$ cat src/rtl/bgc_pkg.sv
// constants, field layout and shared types of the beamformer global control block
// assumes a register port already decoded from the serial framing, one word per access
package bgc_pkg;
  localparam logic [4:0] ADDR_FIRE_CTRL = 5'h1a;
  localparam logic [4:0] ADDR_REF_SEL = 5'h1b;
  localparam logic [4:0] ADDR_PAT_LO = 5'h08;
  localparam logic [4:0] ADDR_PAT_HI = 5'h19;
  localparam logic [13:0] FIRE_CTRL_RESET = 14'h047f;
  localparam logic [7:0] REF_SEL_RESET = 8'h00;
  localparam logic [63:0] CW_PATTERN = 64'h5555555555555555;
  localparam logic [7:0] DIV_ZERO_TICKS = 8'h80;
  // clk_sys is the master tick, so the lead is counted in ticks, not in time
  localparam int START_CYCLES = 6;
  localparam logic [6:0] LEN_CW = 7'h40;

  typedef struct packed {
    logic reserved;
    logic continuousWave;
    logic invertFireEnable;
    logic synthEnable;
    logic [6:0] bitPeriodDivider;
    logic [2:0] patternLength;
  } bgc_ctrl_t;

  typedef enum logic [1:0] {IDLE, LEAD, SEND, WAIT_RX} bgc_state_t;
endpackage

$ cat src/rtl/bgc_global_control.sv
// global fire control and reference select registers with a single-channel fire sequencer
// assumes clk_sys stands in for the master clock tick and patterns arrive already stored
`timescale 1ns/1ps
module bgc_global_control import bgc_pkg::*; #(
  parameter int PAT_W = 64
) (
  input wire logic clk_sys,
  input wire logic rst_n,
  input wire logic regWrEn,
  input wire logic [4:0] regAddr,
  input wire logic [13:0] regWrData,
  input wire logic fireTrigger,
  input wire logic serialLatchStrobe,
  input wire logic rxDone,
  input wire logic [PAT_W-1:0] patP,
  input wire logic [PAT_W-1:0] patN,
  output logic [13:0] regRdData,
  output logic patWrEn,
  output logic synthEnable,
  output logic refSingleEnded,
  output logic pulseP,
  output logic pulseN,
  output logic firing
);
  if (PAT_W != 64) begin : gWidthCheck
    $error("pattern width must be 64");
  end

  // ****************************************
  // decode helpers
  // ****************************************
  function automatic logic [6:0] patLen(input logic [2:0] code);
    case (code)
      3'h0: patLen = 7'h04;
      3'h1: patLen = 7'h08;
      3'h2: patLen = 7'h10;
      3'h3: patLen = 7'h18;
      3'h4: patLen = 7'h20;
      3'h5: patLen = 7'h28;
      3'h6: patLen = 7'h30;
      default: patLen = 7'h40;
    endcase
  endfunction

  function automatic logic [7:0] bitTicks(input logic [6:0] div);
    // zero means 128 ticks per bit, 256 per alternating period
    bitTicks = (div == 7'h00) ? DIV_ZERO_TICKS : {1'b0, div};
  endfunction

  function automatic logic inPatRange(input logic [4:0] a);
    inPatRange = (a >= ADDR_PAT_LO) && (a <= ADDR_PAT_HI);
  endfunction

  // ****************************************
  // registers
  // ****************************************
  bgc_ctrl_t ctrl_r, ctrl_nxt;
  logic [7:0] sel_r, sel_nxt;
  logic [13:0] rd_nxt;
  logic patWr_nxt;

  always_comb begin
    ctrl_nxt = ctrl_r;
    sel_nxt = sel_r;
    // reserved bits are stored as written; software keeps them zero
    if (regWrEn && regAddr == ADDR_FIRE_CTRL) begin
      ctrl_nxt = bgc_ctrl_t'(regWrData);
    end else if (regWrEn && regAddr == ADDR_REF_SEL) begin
      sel_nxt = regWrData[7:0];
    end
    if (regAddr == ADDR_FIRE_CTRL) begin
      rd_nxt = ctrl_nxt;
    end else if (regAddr == ADDR_REF_SEL) begin
      rd_nxt = {6'h00, sel_nxt};
    end else begin
      rd_nxt = 14'h0000;
    end
    patWr_nxt = regWrEn && inPatRange(regAddr) && !ctrl_r.continuousWave;
  end

  always_ff @(posedge clk_sys or negedge rst_n) begin
    if (!rst_n) begin
      ctrl_r <= bgc_ctrl_t'(FIRE_CTRL_RESET);
      sel_r <= REF_SEL_RESET;
      regRdData <= FIRE_CTRL_RESET;
      patWrEn <= 1'b0;
      synthEnable <= FIRE_CTRL_RESET[10];
      refSingleEnded <= REF_SEL_RESET[0];
    end else begin
      ctrl_r <= ctrl_nxt;
      sel_r <= sel_nxt;
      regRdData <= rd_nxt;
      patWrEn <= patWr_nxt;
      synthEnable <= ctrl_nxt.synthEnable;
      refSingleEnded <= sel_nxt[0];
    end
  end

  // ****************************************
  // fire sequencer
  // ****************************************
  bgc_state_t state_r, state_nxt;
  logic [7:0] lead_r, lead_nxt;
  logic [7:0] bitCnt_r, bitCnt_nxt;
  logic [5:0] idx_r, idx_nxt;
  logic inv_r, inv_nxt;
  logic pulseP_nxt, pulseN_nxt, firing_nxt;
  logic trigPrev_r;
  logic trigRise;
  logic [6:0] curLen;
  logic [63:0] srcP, srcN;
  logic lastTick;

  assign trigRise = fireTrigger && !trigPrev_r;
  // continuous wave always runs the full fixed pattern regardless of the length field
  assign curLen = ctrl_r.continuousWave ? LEN_CW : patLen(ctrl_r.patternLength);
  assign srcP = ctrl_r.continuousWave ? CW_PATTERN : patP;
  assign srcN = ctrl_r.continuousWave ? ~CW_PATTERN : patN;
  assign lastTick = (bitCnt_r == 8'h00) && ({1'b0, idx_r} == curLen - 7'h01);

  always_comb begin
    state_nxt = state_r;
    lead_nxt = lead_r;
    bitCnt_nxt = bitCnt_r;
    idx_nxt = idx_r;
    inv_nxt = inv_r;
    case (state_r)
      IDLE: begin
        if (trigRise) begin
          state_nxt = LEAD;
          lead_nxt = 8'(START_CYCLES - 1);
          inv_nxt = 1'b0;
        end
      end
      LEAD: begin
        if (lead_r == 8'h00) begin
          state_nxt = SEND;
          idx_nxt = 6'h00;
          bitCnt_nxt = bitTicks(ctrl_r.bitPeriodDivider) - 8'h01;
        end else begin
          lead_nxt = lead_r - 8'h01;
        end
      end
      SEND: begin
        if (ctrl_r.continuousWave && !fireTrigger) begin
          state_nxt = IDLE;
        end else if (bitCnt_r != 8'h00) begin
          bitCnt_nxt = bitCnt_r - 8'h01;
        end else begin
          bitCnt_nxt = bitTicks(ctrl_r.bitPeriodDivider) - 8'h01;
          if (!lastTick) begin
            idx_nxt = idx_r + 6'h01;
          end else if (ctrl_r.continuousWave) begin
            idx_nxt = 6'h00;
          end else if (ctrl_r.invertFireEnable && !inv_r) begin
            state_nxt = WAIT_RX;
          end else begin
            state_nxt = IDLE;
          end
        end
      end
      WAIT_RX: begin
        if (rxDone) begin
          state_nxt = LEAD;
          lead_nxt = 8'(START_CYCLES - 1);
          inv_nxt = 1'b1;
        end
      end
      default: state_nxt = IDLE;
    endcase
    // a dropped strobe mid-sequence abandons the pending inverted firing
    if (ctrl_r.invertFireEnable && !serialLatchStrobe && state_r != IDLE) begin
      state_nxt = IDLE;
      inv_nxt = 1'b0;
    end
    pulseP_nxt = (state_nxt == SEND) && (srcP[idx_nxt] ^ inv_nxt);
    pulseN_nxt = (state_nxt == SEND) && (srcN[idx_nxt] ^ inv_nxt);
    firing_nxt = (state_nxt != IDLE);
  end

  always_ff @(posedge clk_sys or negedge rst_n) begin
    if (!rst_n) begin
      state_r <= IDLE;
      lead_r <= 8'h00;
      bitCnt_r <= 8'h00;
      idx_r <= 6'h00;
      inv_r <= 1'b0;
      trigPrev_r <= 1'b0;
      pulseP <= 1'b0;
      pulseN <= 1'b0;
      firing <= 1'b0;
    end else begin
      state_r <= state_nxt;
      lead_r <= lead_nxt;
      bitCnt_r <= bitCnt_nxt;
      idx_r <= idx_nxt;
      inv_r <= inv_nxt;
      trigPrev_r <= fireTrigger;
      pulseP <= pulseP_nxt;
      pulseN <= pulseN_nxt;
      firing <= firing_nxt;
    end
  end

  // ****************************************
  // checks
  // ****************************************
  localparam int LEAD_D = START_CYCLES + 1;
endmodule

$ cat config.mk
export PLATFORM = sky130hd
export DESIGN_NAME = bgc_global_control
export DESIGN_NICKNAME = d
export VERILOG_FILES = /design/src/rtl/bgc_pkg.sv /design/src/rtl/bgc_global_control.sv
export SDC_FILE = /design/constraint.sdc
export NUM_CORES = 1
export LEC_CHECK = 0
export BUFFER_PORTS_ARGS = -buffer_cell sky130_fd_sc_hd__buf_2
export CORE_MARGIN = 5
export CORE_UTILIZATION = 55
export DETAILED_ROUTE_END_ITERATION = 7
export PLACE_DENSITY = 0.87
export SLEW_MARGIN = 20
export SYNTH_ARGS = -nofsm -noshare
export SYNTH_HDL_FRONTEND = slang
export SYNTH_SLANG_ARGS = --single-unit
$ cat constraint.sdc
create_clock -name clk_sys -period 12.85 [get_ports clk_sys]
set_clock_uncertainty 0.05 [all_clocks]
set_input_delay 0.6425 -clock clk_sys [delete_from_list [all_inputs] [get_ports clk_sys]]
set_output_delay 0.6425 -clock clk_sys [all_outputs]
set_load 0.05 [all_outputs]
==> impl_metrics.ini <==
[min_path]
worstHoldStart = fireTrigger
min_path_cells = 1
hp-class = input pin to flop
whs_endpoint = trigPrev_r$_DFF_PN0_

[global_route]
grt_pass1_vias = 5442
grt-ovfl-total = 0
grt_pass1_wl_um = 25900
antenna_found_initial = 0
grt_max_degree = 67
grtUsageTotal = 0.282

[critical_path]
cp.arrival_ns = 5.77
critPathLaunchType = flop
ff2ff_path_depth = 16
r2r_slack_ns = 7.31
r2r-end = pulseN$_DFF_PN0_
cp-end-kind = flop
critical_path_required_ns = 13.08
critical_path_class = flop to flop
r2r-start = ctrl_r[12]$_DFF_PN0_
path_max_fanout = 54

[synth]
ys.flop_type = dfrtp_1
netlist_area_mm2 = 0.00503
yosysSeqAreaShare = 0.332
synthCells = 619
syn_area_per_cell_um2 = 8.13
synth_warnings = 0
synth_fp_nets = 782
ys_seq_elements = 66
synth_edf_count = 0
synthArstFlopShare = 1.00
synthDistinctLibCells = 79

[clock_tree]
clock-sinks = 66
cts-resized-gates = 0
cts_buffer_depth = 2
cts_hold_buffers = 0
clk_latency_ns = 0.36
clkTransAtPathRegs_ns = 0.09
cts_tree = built
root_buffer = clkbuf_8
h-tree-depth = 3
cts_setup_buffers = 0
cts_buffers = 9

[drt]
wirelength_um = 16000
dr.pass1.iters = 5
vias_per_cell = 6.16
drt-wirelength-per-cell_um = 18.1
drtAntennaViolNets = 0
drtIter0Drc = 523
vias = 5448
drc = 0

[timing]
hold_viol = 0
slew_violations = 0
worst_pin_slew_ns = 1.05
relSlewSlack = 0.297
fin_crit_sh = 0.431
setup_viol = 0
layout_min_cycle_time_ns = 5.54
fmax_mhz = 180
setup_tns_ns = 0
rsz0062_at_grt = false

[pwr]
pwr-share-seq = 0.331
p_int_uw = 496
p_sw_frac = 0.430
power_density_mw_per_mm2 = 143
pwr-share-comb = 0.451
p_leak_nw = 2.73
clkPwrFrac = 0.218
ir_drop_uv = 68.6
p_sw_uw = 375

[place]
portBuffers = 172
gp_congestion = 0.981
dpl.hpwl_um = 11900

[cells_and_area]
nNetsFinal = 931
layout_commonest_cell = buf_2
fill_cells = 758
multiInputGateArea_mm2 = 0.00308
syn_to_final_growth_pct = 20.6
final_cell_mix = buf_2 (172), nor2_1 (63), nand2_1 (54)
ff_latch_area_mm2 = 0.00167
drive_gt1_frac = 0.320
diodes = 0
utilization = 0.670

[die]
fp.dieArea_mm2 = 0.0112
placementRows = 35
start_util = 0.555
coreArea_mm2 = 0.00906
ios = 173
die_height_um = 106
die_x_um = 106

[job]
drv_cap = 0

[outcome]
outcome = finished, final reports clean
-- flip-flops by register name, summed over array words and instances, names as in the netlist --
signal	cells
ctrl_r	14
regRdData	14
bitCnt_r	8
lead_r	8
sel_r	8
idx_r	6
state_r	2
firing	1
inv_r	1
patWrEn	1
pulseN	1
pulseP	1
trigPrev_r	1
-- power groups by stage --
stage / logic, mW / clock network (mW) / registers, mW
2_1_floorplan: 0.285 / 0 / 0.295
3_3_place_gp: 0.373 / 0 / 0.287
3_5_place_dp: 0.386 / 0 / 0.291
4_1_cts: 0.388 / 0.193 / 0.287
5_1_grt: 0.437 / 0.203 / 0.294
6_report: 0.393 / 0.190 / 0.288
-- stage by stage --
step / hold WS [ns] / instance area (um2) / setup slack, ns / std cells / total power [mW]
2_1_floorplan: 0.297 / 5030 / 8.53 / 619 / 0.580
3_3_place_gp: 0.425 / 5860 / 7.62 / 868 / 0.660
3_5_place_dp: 0.435 / 5860 / 7.39 / 868 / 0.676
4_1_cts: 0.384 / 6070 / 7.35 / 884 / 0.868
5_1_grt: 0.384 / 6070 / 6.89 / 884 / 0.934
6_report: 0.401 / 6070 / 7.31 / 884 / 0.871
-- routing by layer --
metal,vias up,part of all wire,GRT usage
met5,-,0,0
met4,0,0.017,0.0833
met3,28,0.077,0.0661
met2,255,0.50,0.480
met1,2589,0.41,0.355
li1,2576,-,-
-- worst max-delay path, stage by stage, from the launching register on --
cell	delay, ns
dfrtp_1	0.37
buf_4	0.28
inv_1	0.83
nand3_1	0.15
ha_1	0.30
or3_1	0.38
a21o_1	0.22
a2111o_1	0.54
o31ai_2	0.36
nor2_4	0.20
inv_2	0.45
o221ai_1	0.24
a32oi_1	0.23
nor2_1	0.05
or4_1	0.48
nand4_1	0.14
mux2i_1	0.19
-- cell type report --
cell class / count / area share
multi-input cells: 492 / 0.507
clock buffers: 9 / 0.0204
clock inverters: 7 / 0.0136
well taps: 111 / 0.0229
inverters: 25 / 0.0167
repair buffers: 174 / 0.144
flip-flops and latches: 66 / 0.275
-- logic make-up after synthesis --
logic type	after synthesis	share of synthesized area
xor+xnor	11	0.0191
mux	22	0.0495
compound gates	191	0.258
flops	66	0.332
fa+ha+maj	10	0.0249
simple gates	258	0.259
buf+inv	61	0.0582
-- synth_stat cells (16+ instances only) --
cell type	number	share of area
dfstp_2	16	0.084
or3_1	21	0.026
o21ai_0	50	0.050
nor2_1	64	0.048
mux2_2	19	0.043
nand2_1	54	0.040
inv_1	20	0.015
dfrtp_1	50	0.25
clkbuf_1	20	0.015
nor2b_1	24	0.030
nand3_1	21	0.021
a21oi_1	49	0.049
nor3_1	21	0.021
-- worst max-delay path by stage --
stage / startpoint / end / slack, ns / cells past startpoint
final: ctrl_r[12]$_DFF_PN0_ / pulseN$_DFF_PN0_ / 7.31 / 16
after global routing: ctrl_r[12]$_DFF_PN0_ / pulseN$_DFF_PN0_ / 6.89 / 16
after CTS: ctrl_r[12]$_DFF_PN0_ / pulseN$_DFF_PN0_ / 7.35 / 16
after detailed placement: ctrl_r[12]$_DFF_PN0_ / pulseN$_DFF_PN0_ / 7.39 / 16
after global placement: ctrl_r[12]$_DFF_PN0_ / pulseN$_DFF_PN0_ / 7.62 / 16
after floorplan: ctrl_r[12]$_DFF_PN0_ / pulseN$_DFF_PN0_ / 8.53 / 18
No activity file was read; power rests on OpenSTA's default activity.
